### src/hw/hbm_defines.vh
// hbm_defines.vh: offsets, field positions, reset values and timing figures
// for the half-bridge mode and dead/blank timing register bank.
// assumes a 40 MHz core clock; included by bare name.
`ifndef HBM_DEFINES_VH
`define HBM_DEFINES_VH

// ************************************************************
// register map
// ************************************************************
`define HBM_OFS_TIMING 5'h05
`define HBM_OFS_MODE 5'h06
`define HBM_BANK_FW 1'h1
`define HBM_BANK_ACT 1'h0
`define HBM_RST_TIMING 15'h4924
`define HBM_RST_MODE 16'h0000

// ************************************************************
// timing register fields
// ************************************************************
`define HBM_DEAD1_LSB 0
`define HBM_BLANK1_LSB 3
`define HBM_DEAD2_LSB 6
`define HBM_BLANK2_LSB 9
`define HBM_DEAD3_LSB 12
`define HBM_FIELD_W 3
`define HBM_MODE_W 2

// ************************************************************
// bridge mode codes
// ************************************************************
`define HBM_MODE_LOW 2'h1
`define HBM_MODE_HIGH 2'h2

// ************************************************************
// timing figures (ns) and cycle conversion
// ************************************************************
`define HBM_CLK_MHZ 40
`define HBM_CYC(ns) (((ns) * `HBM_CLK_MHZ + 999) / 1000)
`define HBM_DEAD_NS0 375
`define HBM_DEAD_NS1 625
`define HBM_DEAD_NS2 1000
`define HBM_DEAD_NS3 1500
`define HBM_DEAD_NS4 2000
`define HBM_DEAD_NS5 3000
`define HBM_DEAD_NS6 4000
`define HBM_DEAD_NS7 16000
`define HBM_BLANK_NS0 625
`define HBM_BLANK_NS1 1000
`define HBM_BLANK_NS2 1250
`define HBM_BLANK_NS3 1500
`define HBM_BLANK_NS4 2000
`define HBM_BLANK_NS5 3000
`define HBM_BLANK_NS6 4000
`define HBM_BLANK_NS7 16000
`define HBM_CNT_W 10

`endif

### src/hw/hbm_bridge_ctrl.v
// hbm_bridge_ctrl.v: one half-bridge gate sequencer with dead time and
// drain-source blanking.
// assumes synchronised fault inputs and codes held stable by the register bank.
`timescale 1ns/10ps
`default_nettype none
`include "hbm_defines.vh"

module hbm_bridge_ctrl (
  input wire clock,
  input wire rst_n,
  input wire [1:0] modeCode,
  input wire activeIsHigh,
  input wire [2:0] fwDead,
  input wire [2:0] fwBlank,
  input wire [2:0] actDead,
  input wire [2:0] actBlank,
  input wire dsOvHigh,
  input wire dsOvLow,
  output reg gateHigh,
  output reg gateLow,
  output reg dsFault
);

  localparam S_OFF = 2'd0;
  localparam S_DEAD = 2'd1;
  localparam S_LOW = 2'd2;
  localparam S_HIGH = 2'd3;

  // ************************************************************
  // code to cycle conversion
  // ************************************************************
  // cycle counts are worked out at full integer width and cut to the counter on purpose
  function [`HBM_CNT_W-1:0] deadCycles;
    input [2:0] code;
    reg [31:0] cyc;
    begin
      case (code)
        3'h0: cyc = `HBM_CYC(`HBM_DEAD_NS0);
        3'h1: cyc = `HBM_CYC(`HBM_DEAD_NS1);
        3'h2: cyc = `HBM_CYC(`HBM_DEAD_NS2);
        3'h3: cyc = `HBM_CYC(`HBM_DEAD_NS3);
        3'h4: cyc = `HBM_CYC(`HBM_DEAD_NS4);
        3'h5: cyc = `HBM_CYC(`HBM_DEAD_NS5);
        3'h6: cyc = `HBM_CYC(`HBM_DEAD_NS6);
        default: cyc = `HBM_CYC(`HBM_DEAD_NS7);
      endcase
      deadCycles = cyc[`HBM_CNT_W-1:0];
    end
  endfunction

  function [`HBM_CNT_W-1:0] blankCycles;
    input [2:0] code;
    reg [31:0] cyc;
    begin
      case (code)
        3'h0: cyc = `HBM_CYC(`HBM_BLANK_NS0);
        3'h1: cyc = `HBM_CYC(`HBM_BLANK_NS1);
        3'h2: cyc = `HBM_CYC(`HBM_BLANK_NS2);
        3'h3: cyc = `HBM_CYC(`HBM_BLANK_NS3);
        3'h4: cyc = `HBM_CYC(`HBM_BLANK_NS4);
        3'h5: cyc = `HBM_CYC(`HBM_BLANK_NS5);
        3'h6: cyc = `HBM_CYC(`HBM_BLANK_NS6);
        default: cyc = `HBM_CYC(`HBM_BLANK_NS7);
      endcase
      blankCycles = cyc[`HBM_CNT_W-1:0];
    end
  endfunction

  // ************************************************************
  // sequencer
  // ************************************************************
  reg [1:0] state_q;
  reg [`HBM_CNT_W-1:0] dead_q;
  reg [`HBM_CNT_W-1:0] blank_q;
  reg wasOn_q;
  reg lastHigh_q;
  wire wantHigh = (modeCode == `HBM_MODE_HIGH);
  wire wantLow = (modeCode == `HBM_MODE_LOW);
  // freewheel times go to the non-switching side only
  wire [2:0] hiDead = activeIsHigh ? actDead : fwDead;
  wire [2:0] hiBlank = activeIsHigh ? actBlank : fwBlank;
  wire [2:0] loDead = activeIsHigh ? fwDead : actDead;
  wire [2:0] loBlank = activeIsHigh ? fwBlank : actBlank;
  wire [`HBM_CNT_W-1:0] newDead = deadCycles(wantHigh ? hiDead : loDead);
  wire [`HBM_CNT_W-1:0] newBlank = blankCycles(wantHigh ? hiBlank : loBlank);
  wire sideChange = wasOn_q && (lastHigh_q != wantHigh);

  always @(posedge clock or negedge rst_n)
  begin
    if (!rst_n)
    begin
      state_q <= S_OFF;
      dead_q <= {`HBM_CNT_W{1'b0}};
      blank_q <= {`HBM_CNT_W{1'b0}};
      wasOn_q <= 1'b0;
      lastHigh_q <= 1'b0;
      gateHigh <= 1'b0;
      gateLow <= 1'b0;
      dsFault <= 1'b0;
    end
    else
    begin
      if (blank_q != {`HBM_CNT_W{1'b0}})
        blank_q <= blank_q - 1'b1;
      case (state_q)
        S_OFF:
        begin
          if (wantHigh || wantLow)
          begin
            if (sideChange)
            begin
              // hold both gates off before the opposite side conducts
              state_q <= S_DEAD;
              dead_q <= newDead - 1'b1;
            end
            else
            begin
              state_q <= wantHigh ? S_HIGH : S_LOW;
              blank_q <= newBlank;
            end
          end
        end
        S_DEAD:
        begin
          if (!(wantHigh || wantLow))
            state_q <= S_OFF;
          else if (dead_q == {`HBM_CNT_W{1'b0}})
          begin
            state_q <= wantHigh ? S_HIGH : S_LOW;
            blank_q <= newBlank;
          end
          else
            dead_q <= dead_q - 1'b1;
        end
        S_LOW, S_HIGH:
        begin
          if (!(wantHigh || wantLow))
            state_q <= S_OFF;
          else if (wantHigh != (state_q == S_HIGH))
          begin
            state_q <= S_DEAD;
            dead_q <= newDead - 1'b1;
          end
        end
        default: state_q <= S_OFF;
      endcase
      if (state_q == S_HIGH || state_q == S_LOW)
      begin
        wasOn_q <= 1'b1;
        lastHigh_q <= (state_q == S_HIGH);
      end
      gateHigh <= (state_q == S_HIGH);
      gateLow <= (state_q == S_LOW);
      // fault is masked while the blank counter runs
      dsFault <= (blank_q == {`HBM_CNT_W{1'b0}}) &&
        (((state_q == S_HIGH) && dsOvHigh) || ((state_q == S_LOW) && dsOvLow));
    end
  end

endmodule // hbm_bridge_ctrl

`default_nettype wire

### src/hw/hbm_regs.v
// hbm_regs.v: half-bridge mode and dead/blank timing register bank with
// eight bridge sequencers.
// assumes a serial frame decoder on the same clock driving the register port,
// and the set-mapping and set-3/4 registers held elsewhere.
`timescale 1ns/10ps
`default_nettype none
`include "hbm_defines.vh"

module hbm_regs (
  input wire clock,
  input wire rst_n,
  input wire regWrEn,
  input wire regRdEn,
  input wire regBank,
  input wire [4:0] regAddr,
  input wire [15:0] regWrData,
  output reg [15:0] regRdData,
  input wire [15:0] timingSetMap,
  input wire [2:0] fwBlank3,
  input wire [2:0] fwDead4,
  input wire [2:0] fwBlank4,
  input wire [2:0] actBlank3,
  input wire [2:0] actDead4,
  input wire [2:0] actBlank4,
  input wire [7:0] activeIsHigh,
  input wire [7:0] dsOvHighPin,
  input wire [7:0] dsOvLowPin,
  output wire [7:0] gateHigh,
  output wire [7:0] gateLow,
  output wire [7:0] dsFault
);

  // ************************************************************
  // registers
  // ************************************************************
  reg [14:0] fwTiming_q;
  reg [14:0] actTiming_q;
  reg [15:0] mode_q;
  wire hitTiming = (regAddr == `HBM_OFS_TIMING);
  wire hitMode = (regAddr == `HBM_OFS_MODE);

  always @(posedge clock or negedge rst_n)
  begin
    if (!rst_n)
    begin
      fwTiming_q <= `HBM_RST_TIMING;
      actTiming_q <= `HBM_RST_TIMING;
      mode_q <= `HBM_RST_MODE;
      regRdData <= 16'h0000;
    end
    else
    begin
      if (regWrEn && hitTiming && regBank == `HBM_BANK_FW)
        fwTiming_q <= regWrData[14:0];
      if (regWrEn && hitTiming && regBank == `HBM_BANK_ACT)
        actTiming_q <= regWrData[14:0];
      if (regWrEn && hitMode)
        mode_q <= regWrData;
      if (regRdEn)
      begin
        if (hitTiming)
          regRdData <= {1'b0, (regBank == `HBM_BANK_FW) ? fwTiming_q : actTiming_q};
        else if (hitMode)
          regRdData <= mode_q;
        else
          regRdData <= 16'h0000;
      end
    end
  end

  // ************************************************************
  // fault input synchroniser
  // ************************************************************
  reg [15:0] dsMeta_q;
  reg [15:0] dsSync_q;

  always @(posedge clock or negedge rst_n)
  begin
    if (!rst_n)
    begin
      dsMeta_q <= 16'h0000;
      dsSync_q <= 16'h0000;
    end
    else
    begin
      dsMeta_q <= {dsOvHighPin, dsOvLowPin};
      dsSync_q <= dsMeta_q;
    end
  end

  // ************************************************************
  // timing set selection
  // ************************************************************
  // set 3 is partly and set 4 wholly held in another register, hence the inputs
  function [2:0] pickDead;
    input [1:0] sel;
    input [14:0] regv;
    input [2:0] dead4;
    begin
      case (sel)
        2'h0: pickDead = regv[`HBM_DEAD1_LSB +: `HBM_FIELD_W];
        2'h1: pickDead = regv[`HBM_DEAD2_LSB +: `HBM_FIELD_W];
        2'h2: pickDead = regv[`HBM_DEAD3_LSB +: `HBM_FIELD_W];
        default: pickDead = dead4;
      endcase
    end
  endfunction

  function [2:0] pickBlank;
    input [1:0] sel;
    input [14:0] regv;
    input [2:0] blank3;
    input [2:0] blank4;
    begin
      case (sel)
        2'h0: pickBlank = regv[`HBM_BLANK1_LSB +: `HBM_FIELD_W];
        2'h1: pickBlank = regv[`HBM_BLANK2_LSB +: `HBM_FIELD_W];
        2'h2: pickBlank = blank3;
        default: pickBlank = blank4;
      endcase
    end
  endfunction

  // ************************************************************
  // bridge sequencers
  // ************************************************************
  genvar n;
  generate
    for (n = 0; n < 8; n = n + 1)
    begin : gBridge
      wire [1:0] setSel = timingSetMap[2*n +: 2];
      hbm_bridge_ctrl uBridge (
        .clock(clock),
        .rst_n(rst_n),
        .modeCode(mode_q[`HBM_MODE_W*n +: `HBM_MODE_W]),
        .activeIsHigh(activeIsHigh[n]),
        .fwDead(pickDead(setSel, fwTiming_q, fwDead4)),
        .fwBlank(pickBlank(setSel, fwTiming_q, fwBlank3, fwBlank4)),
        .actDead(pickDead(setSel, actTiming_q, actDead4)),
        .actBlank(pickBlank(setSel, actTiming_q, actBlank3, actBlank4)),
        .dsOvHigh(dsSync_q[8+n]),
        .dsOvLow(dsSync_q[n]),
        .gateHigh(gateHigh[n]),
        .gateLow(gateLow[n]),
        .dsFault(dsFault[n])
      );
    end
  endgenerate

endmodule // hbm_regs

`default_nettype wire

### config.mk
export PLATFORM = sky130hd
export DESIGN_NAME = hbm_regs
export DESIGN_NICKNAME = d
export VERILOG_FILES = /design/src/hw/hbm_bridge_ctrl.v /design/src/hw/hbm_regs.v
export VERILOG_INCLUDE_DIRS = /design/src /design/src/hw
export SDC_FILE = /design/constraint.sdc
export NUM_CORES = 1
export LEC_CHECK = 0
export ABC_CLOCK_PERIOD_IN_PS = 2600
export BUFFER_PORTS_ARGS = -buffer_cell sky130_fd_sc_hd__buf_2
export CAP_MARGIN = 20
export CORE_MARGIN = 3
export CORE_UTILIZATION = 57
export DETAILED_ROUTE_END_ITERATION = 16
export HOLD_SLACK_MARGIN = 0.15
export PLACE_DENSITY = 0.8
export SLEW_MARGIN = 10
export SYNTH_ARGS = -nofsm -noshare
export SYNTH_HDL_FRONTEND = slang
export SYNTH_HIERARCHICAL = 1
export SYNTH_SLANG_ARGS = --single-unit
### constraint.sdc
create_clock -name clock -period 2.6 [get_ports clock]
set_input_delay 0.26 -clock clock [delete_from_list [all_inputs] [get_ports clock]]
set_output_delay 0.26 -clock clock [all_outputs]
set_load 0.05 [all_outputs]
# After elaboration in Yosys (flattened, before gate mapping)
# Index checks and enable logic that the tools add are counted.
[totals]
regBits = 310
out_inout_bits = 40
in_bits = 84
word_cells = 736
[classes]
n_reduce_logical = 140
muxes = 267
n_eq_ne = 234
n_addsub = 24
bitwise_logic = 1
[ops]
columns = ["cell", "count"]
rows = [
  ["$pmux 10 s7", 16],
  ["$mux 10", 88],
  ["$pmux 3 s3", 32],
  ["$pmux 10 s3", 8],
  ["$sub 10x1->10 const B", 24],
  ["$logic_not 10->1", 16],
  ["$pmux 10 s2", 8],
  ["$eq 3x3->1 const B", 48],
  ["$mux 3", 48],
  ["$eq 3x2->1 const B", 32],
  ["$mux 2", 48],
  ["$ne 2x1->1 const B", 40],
  ["$reduce_bool 10->1", 8],
  ["$eq 2x2->1 const B", 32],
  ["$eq 2x1->1 const B", 24],
  ["$eq 3x1->1 const B", 16],
  ["$logic_not 3->1", 16],
  ["$ne 3x3->1 const B", 16],
  ["$pmux 2 s3", 8],
  ["$reduce_and 6->1", 8],
  ["$logic_and 1x1->1", 36],
  ["$logic_not 2->1", 16],
  ["$mux 16", 2],
  ["$logic_or 1x1->1", 24],
  ["other kinds (8)", 52],
]

# Depth between registers and ports, before layout
[depth]
depth_word = 10
mapped_depth = 14

# By module
# Netlist, hierarchy kept.
[modules_own_cells]
columns = ["mod", "area_per_inst_um2", "seq_area_each_um2", "instances", "cells_each"]
rows = [
  ["hbm_bridge_ctrl at gBridge[0].uBridge ...", 1961.9, 675.6, 5, 226],
  ["hbm_regs", 5704.2, 2364.8, 1, 318],
  ["hbm_bridge_ctrl at gBridge[5].uBridge ...", 1999.4, 675.6, 2, 238],
  ["hbm_bridge_ctrl at gBridge[7].uBridge", 2025.7, 675.6, 1, 247],
]

# Worst setup path before layout
# No wires, ideal clock.
[synth_path]
kind = "input -> register"
start = "in timingSetMap[0]"
end = "reg gBridge[0].uBridge.dead_q[6]"
n_path_buf = 2
setup_time_ns = 0.096
stages = 12
arrival_ns = 2.973
setup_slack_ns = -0.468
path_cell_list = "buf_2 > mux4_2 > buf_1 > or2_2 > nor2_1 > a21oi_1 > a2111oi_0 > a21oi_1 > ha_1 > and4b_4 > and3_4 > nor4_2"
[synth_between]
elab_chain_cells = 10
elab_cells_between_ends = 22
cone_classes = "add/sub: 1; eq/ne: 8; mux: 11; reduce/logical: 2"
[synth_rtl]
columns = ["element", "line_no", "rtl"]
rows = [
  ["start: declaration", "hbm_regs.v:18", "input wire [15:0] timingSetMap,"],
  ["$eq 2x2->1, or another cell as far along", "hbm_regs.v:100", "case (sel)"],
  ["$pmux 3 s3", "hbm_regs.v:100", ""],
  ["$mux 3 (on tied branches)", "hbm_bridge_ctrl.v:82, hbm_bridge_ctrl.v:80", ""],
  ["$mux 3 (*)", "hbm_bridge_ctrl.v:84", "wire [`HBM_CNT_W-1:0] newDead = deadCycles(wantHigh ? hiDead : loDead);"],
  ["$eq 3x3->1, or another cell as far along", "hbm_bridge_ctrl.v:37", "case (code)"],
  ["$pmux 10 s7 (*)", "hbm_bridge_ctrl.v:37", ""],
  ["$sub 10x1->10 (*)", "hbm_bridge_ctrl.v:114, hbm_bridge_ctrl.v:142", ""],
  ["$mux 10 (on tied branches)", "hbm_bridge_ctrl.v:139, hbm_bridge_ctrl.v:110", ""],
  ["$mux 10 (on tied branches)", "hbm_bridge_ctrl.v:137, hbm_bridge_ctrl.v:108", ""],
  ["$pmux 10 s3 (*)", "hbm_bridge_ctrl.v:105", "case (state_q)"],
  ["end signal: assignment", "hbm_bridge_ctrl.v:114", "dead_q <= newDead - 1'b1;"],
  ["end signal: assignment", "hbm_bridge_ctrl.v:133", "dead_q <= dead_q - 1'b1;"],
  ["end signal: assignment", "hbm_bridge_ctrl.v:142", "dead_q <= newDead - 1'b1;"],
  ["end: declaration", "hbm_bridge_ctrl.v:73", "reg [`HBM_CNT_W-1:0] dead_q;"],
]
# Mark *: on every way between the ends. The rest lies on a longest branch, timed or not. The select of a mux whose other input is x is not followed.
# A chain may end at the register's enable or synchronous reset.

# Final worst setup path
[layout_path]
start = "reg actTiming_q[12]"
end = "reg gBridge[1].uBridge.dead_q[6]"
[layout_between]
elab_chain_cells = 9
elab_cells_between_ends = 18
cone_classes = "add/sub: 1; eq/ne: 6; mux: 10; reduce/logical: 1"
[layout_rtl]
columns = ["element", "line_no", "rtl"]
rows = [
  ["start: declaration", "hbm_regs.v:37", "reg [14:0] actTiming_q;"],
  ["start signal: assignment", "hbm_regs.v:47", "actTiming_q <= `HBM_RST_TIMING;"],
  ["start signal: assignment", "hbm_regs.v:56", "actTiming_q <= regWrData[14:0];"],
  ["$pmux 3 s3 (*)", "hbm_regs.v:100", ""],
  ["$mux 3 (on tied branches)", "hbm_bridge_ctrl.v:82, hbm_bridge_ctrl.v:80", ""],
  ["$mux 3 (*)", "hbm_bridge_ctrl.v:84", ""],
  ["$eq 3x3->1, or another cell as far along", "hbm_bridge_ctrl.v:37", ""],
  ["$pmux 10 s7 (*)", "hbm_bridge_ctrl.v:37", ""],
  ["$sub 10x1->10 (*)", "hbm_bridge_ctrl.v:114, hbm_bridge_ctrl.v:142", ""],
  ["$mux 10 (on tied branches)", "hbm_bridge_ctrl.v:139, hbm_bridge_ctrl.v:110", ""],
  ["$mux 10 (on tied branches)", "hbm_bridge_ctrl.v:137, hbm_bridge_ctrl.v:108", ""],
  ["$pmux 10 s3 (*)", "hbm_bridge_ctrl.v:105", ""],
  ["end signal: assignment", "hbm_bridge_ctrl.v:114", ""],
  ["end signal: assignment", "hbm_bridge_ctrl.v:133", ""],
  ["end signal: assignment", "hbm_bridge_ctrl.v:142", ""],
  ["end: declaration", "hbm_bridge_ctrl.v:73", ""],
]
# Marked as above.

==> flow_summary.ini <==
[logic_synthesis]
synth.cell_area_mm2 = 0.0215
yosysTopAreaCell = dfrtp_1
synth_top_area_frac = 0.349
synth.avg_cell_area_um2 = 9.92
synth_area_leaders = dfrtp_1 (35%), mux4_2 (10%), mux2_2 (3.8%), nand2_1 (3.6%), a21oi_1 (3.2%)
synth-seq-cells = 310
syn-num-nets = 2287
async_reset_ff_frac = 1.00
ys_top_cells_by_count = dfrtp_1 (300), nand2_1 (206), nor2_1 (162)
yosysSeqAreaShare = 0.361
synth_cell_types = 96
yosysWarningCount = 6
syn_inst = 2171
synth_ff_type = dfrtp_1
synth_edf_count = 0
synth.most_common_cell = dfrtp_1

[sta]
finClkSkew_ps = 26.2
maxSlewViolCount = 0
rsz0062_at_grt = true
timing.fmax_mhz = 369
max-slew-margin-rel = 0.543
finalWorstSetupSlack_ps = -114
fin_crit_ps = 2710
finalCritPeriodShare = 1.04
setup_viol = 13
worst_pin_slew_ps = 680
hold_violations = 0

[clock_network]
cts_tree = done
clk-insertion-delay-late_ps = 550
cts_root_buffer = clkbuf_16
cts_buffers = 36
cts_max_level = 2
clk_pin_slew_ps = 60
cts.sinks = 310
clockBufferDepth = 3

[place]
dp_hpwl_mm = 44.6
gp_congestion = 0.994
preCtsSetupSlack_ps = -213
placedCellCount = 2923
place_area_mm2 = 0.0241
port_buffers = 123

[floorplanning]
initial_core_util = 0.583
dieWidth_um = 200
die_h_um = 200
rows = 70
ios = 124
core_area_mm2 = 0.0370
die_area_mm2 = 0.0402

[critical_path]
cp_data_arrival_time_ps = 3160
crit_end = gBridge[1].uBridge/dead_q[6]$_DFFE_PN0P_
r2r_slack_ps = -110
reg2regPathDepth = 9
cp-end-kind = flop
critPathLaunchType = flop
reg2reg_to = gBridge[1].uBridge/dead_q[6]$_DFFE_PN0P_
r2r-start = actTiming_q[12]$_DFFE_PN0P_
critPathMaxFanout = 6
criticalPathCategory = flop to flop
cp.required_ps = 3050
crit_start = actTiming_q[12]$_DFFE_PN0P_

[power]
powerDensity_mw_per_mm2 = 978
power.leakage_uw = 0.0115
irDropWorstVdd_mv = 0.717

[global_route]
antenna_found_initial = 16
grt_pass1_vias = 18900
gr-usage-all-layers = 0.303
grt_pass1_wl_mm = 99.1
grt-ovfl-total = 0
grt_max_degree = 82

[cells_and_area]
stdcell_area_mm2 = 0.0263
fin_cells = 3053
drive_gt1_frac = 0.326
final_util = 0.712
area_delta_synth_final_pct = 22.1
nets = 2629

[drt]
dr.first_iter.drc_count = 1805
wirelength_mm = 63.2
drtPass1Iterations = 6
via_count = 19500
ant_nets = 0
avgViaCountPerCell = 6.37
route.detailed.drc = 0
wl_per_cell_um = 20.7

[status]
outcome = finished with violations
violations = setup timing

[hold_path]
hold_path_class = input port to async pin

[run]
cap_viol_max_count = 0
## cell usage in the layout, fill, tap and decap left out, types with 35 or more instances in the layout
cell,n
nand3_1,44
inv_1,72
buf_2,123
mux2_2,72
clkbuf_16,37
o21ai_0,58
nor4_1,38
buf_4,233
nand2b_1,35
nor2_1,154
mux4_2,96
nor2b_1,63
nor3_1,59
dfrtp_1,295
mux2i_1,51
xnor2_1,47
a21oi_1,131
nand2_1,206
dlygate4sd3_1,35
xor2_1,43
## worst min-delay path by stage
stage / cells past startpoint / to
final: 2 / dsSync_q[8]$_DFF_PN0_
after global routing: 2 / gBridge[0].uBridge/gateHigh$_DFF_PN0_
after CTS: 2 / mode_q[5]$_DFFE_PN0P_
after detailed placement: 1 / gBridge[0].uBridge/gateHigh$_DFF_PN0_
after global placement: 1 / dsSync_q[8]$_DFF_PN0_
after floorplan: 0 / actTiming_q[0]$_DFFE_PN0P_
## stage by stage
step	hold slack, ps	power, µW	setup TNS (ps)
floorplan	-35.6	16300	-96.6
global placement	148	19100	-1280
detailed placement	152	19700	-2400
CTS	187	25100	-197
global route	223	27400	-2290
finish	195	25700	-532
## cell type report
cell class | instances | area, µm²
multi-input combinational | 1684 | 13400
timing repair buffer | 407 | 2970
clock buffer | 52 | 1040
inverter | 74 | 278
antenna | 12 | 30.0
fill | 2634 | 10700
sequential | 310 | 7780
tap | 504 | 631
clock inverter | 10 | 135
## report_power, final
part           internal [µW]  switching [µW]
Clock                   3080            2060
Sequential              6350            1650
Combinational           5700            6880
## metal layers
layer  track usage  routed length, µm  vias up
met5             0                 93        -
met4         0.146               3280       14
met3        0.0704               5770      241
met2         0.491              29700      980
met1         0.387              24400     9439
li1              -                  -     8783
## flip-flops by register name, summed over array words and instances (netlist names)
| name | flops |
|---|---|
| fwTiming_q | 15 |
| dsSync_q | 16 |
| gBridge.uBridge/gateLow | 8 |
| gBridge.uBridge/wasOn_q | 8 |
| regRdData | 16 |
| gBridge.uBridge/blank_q | 80 |
| dsMeta_q | 16 |
| gBridge.uBridge/dsFault | 8 |
| gBridge.uBridge/lastHigh_q | 8 |
| gBridge.uBridge/dead_q | 80 |
| gBridge.uBridge/state_q | 16 |
| gBridge.uBridge/gateHigh | 8 |
| actTiming_q | 15 |
| mode_q | 16 |
## cell families (layout without fill, tap and decap cells)
| logic type | after synthesis | after routing | synth area share |
|---|---|---|---|
| AND/OR/NAND/NOR | 818 | 818 | 0.208 |
| AO/OA/AOI/OAI | 503 | 503 | 0.162 |
| flip-flops | 310 | 310 | 0.361 |
| multiplexers | 227 | 227 | 0.165 |
| buffers and inverters | 177 | 543 | 0.0402 |
| XOR/XNOR | 104 | 104 | 0.0456 |
| adder cells (fa/ha/maj) | 32 | 32 | 0.0186 |
| other | 0 | 12 | 0 |
## worst max-delay path: stages, from the launching register on
cell      delay [ps]
dfrtp_2          480
buf_2            210
mux4_2           490
buf_4            170
nor2b_1          130
nand2b_1         160
o211ai_1         300
and4b_4          340
a211oi_2          80
nor4_2           240
## repair_timing
item                                   4_1_cts  5_1_grt
endpoints found under the hold margin      366        0
resized for setup                           43       76
setup endpoints to repair                   26       41
pin swaps                                   18       32
hold buffers                                35        0
buffers inserted                             8       13
Note: power is estimated with default switching activity, not from simulation.
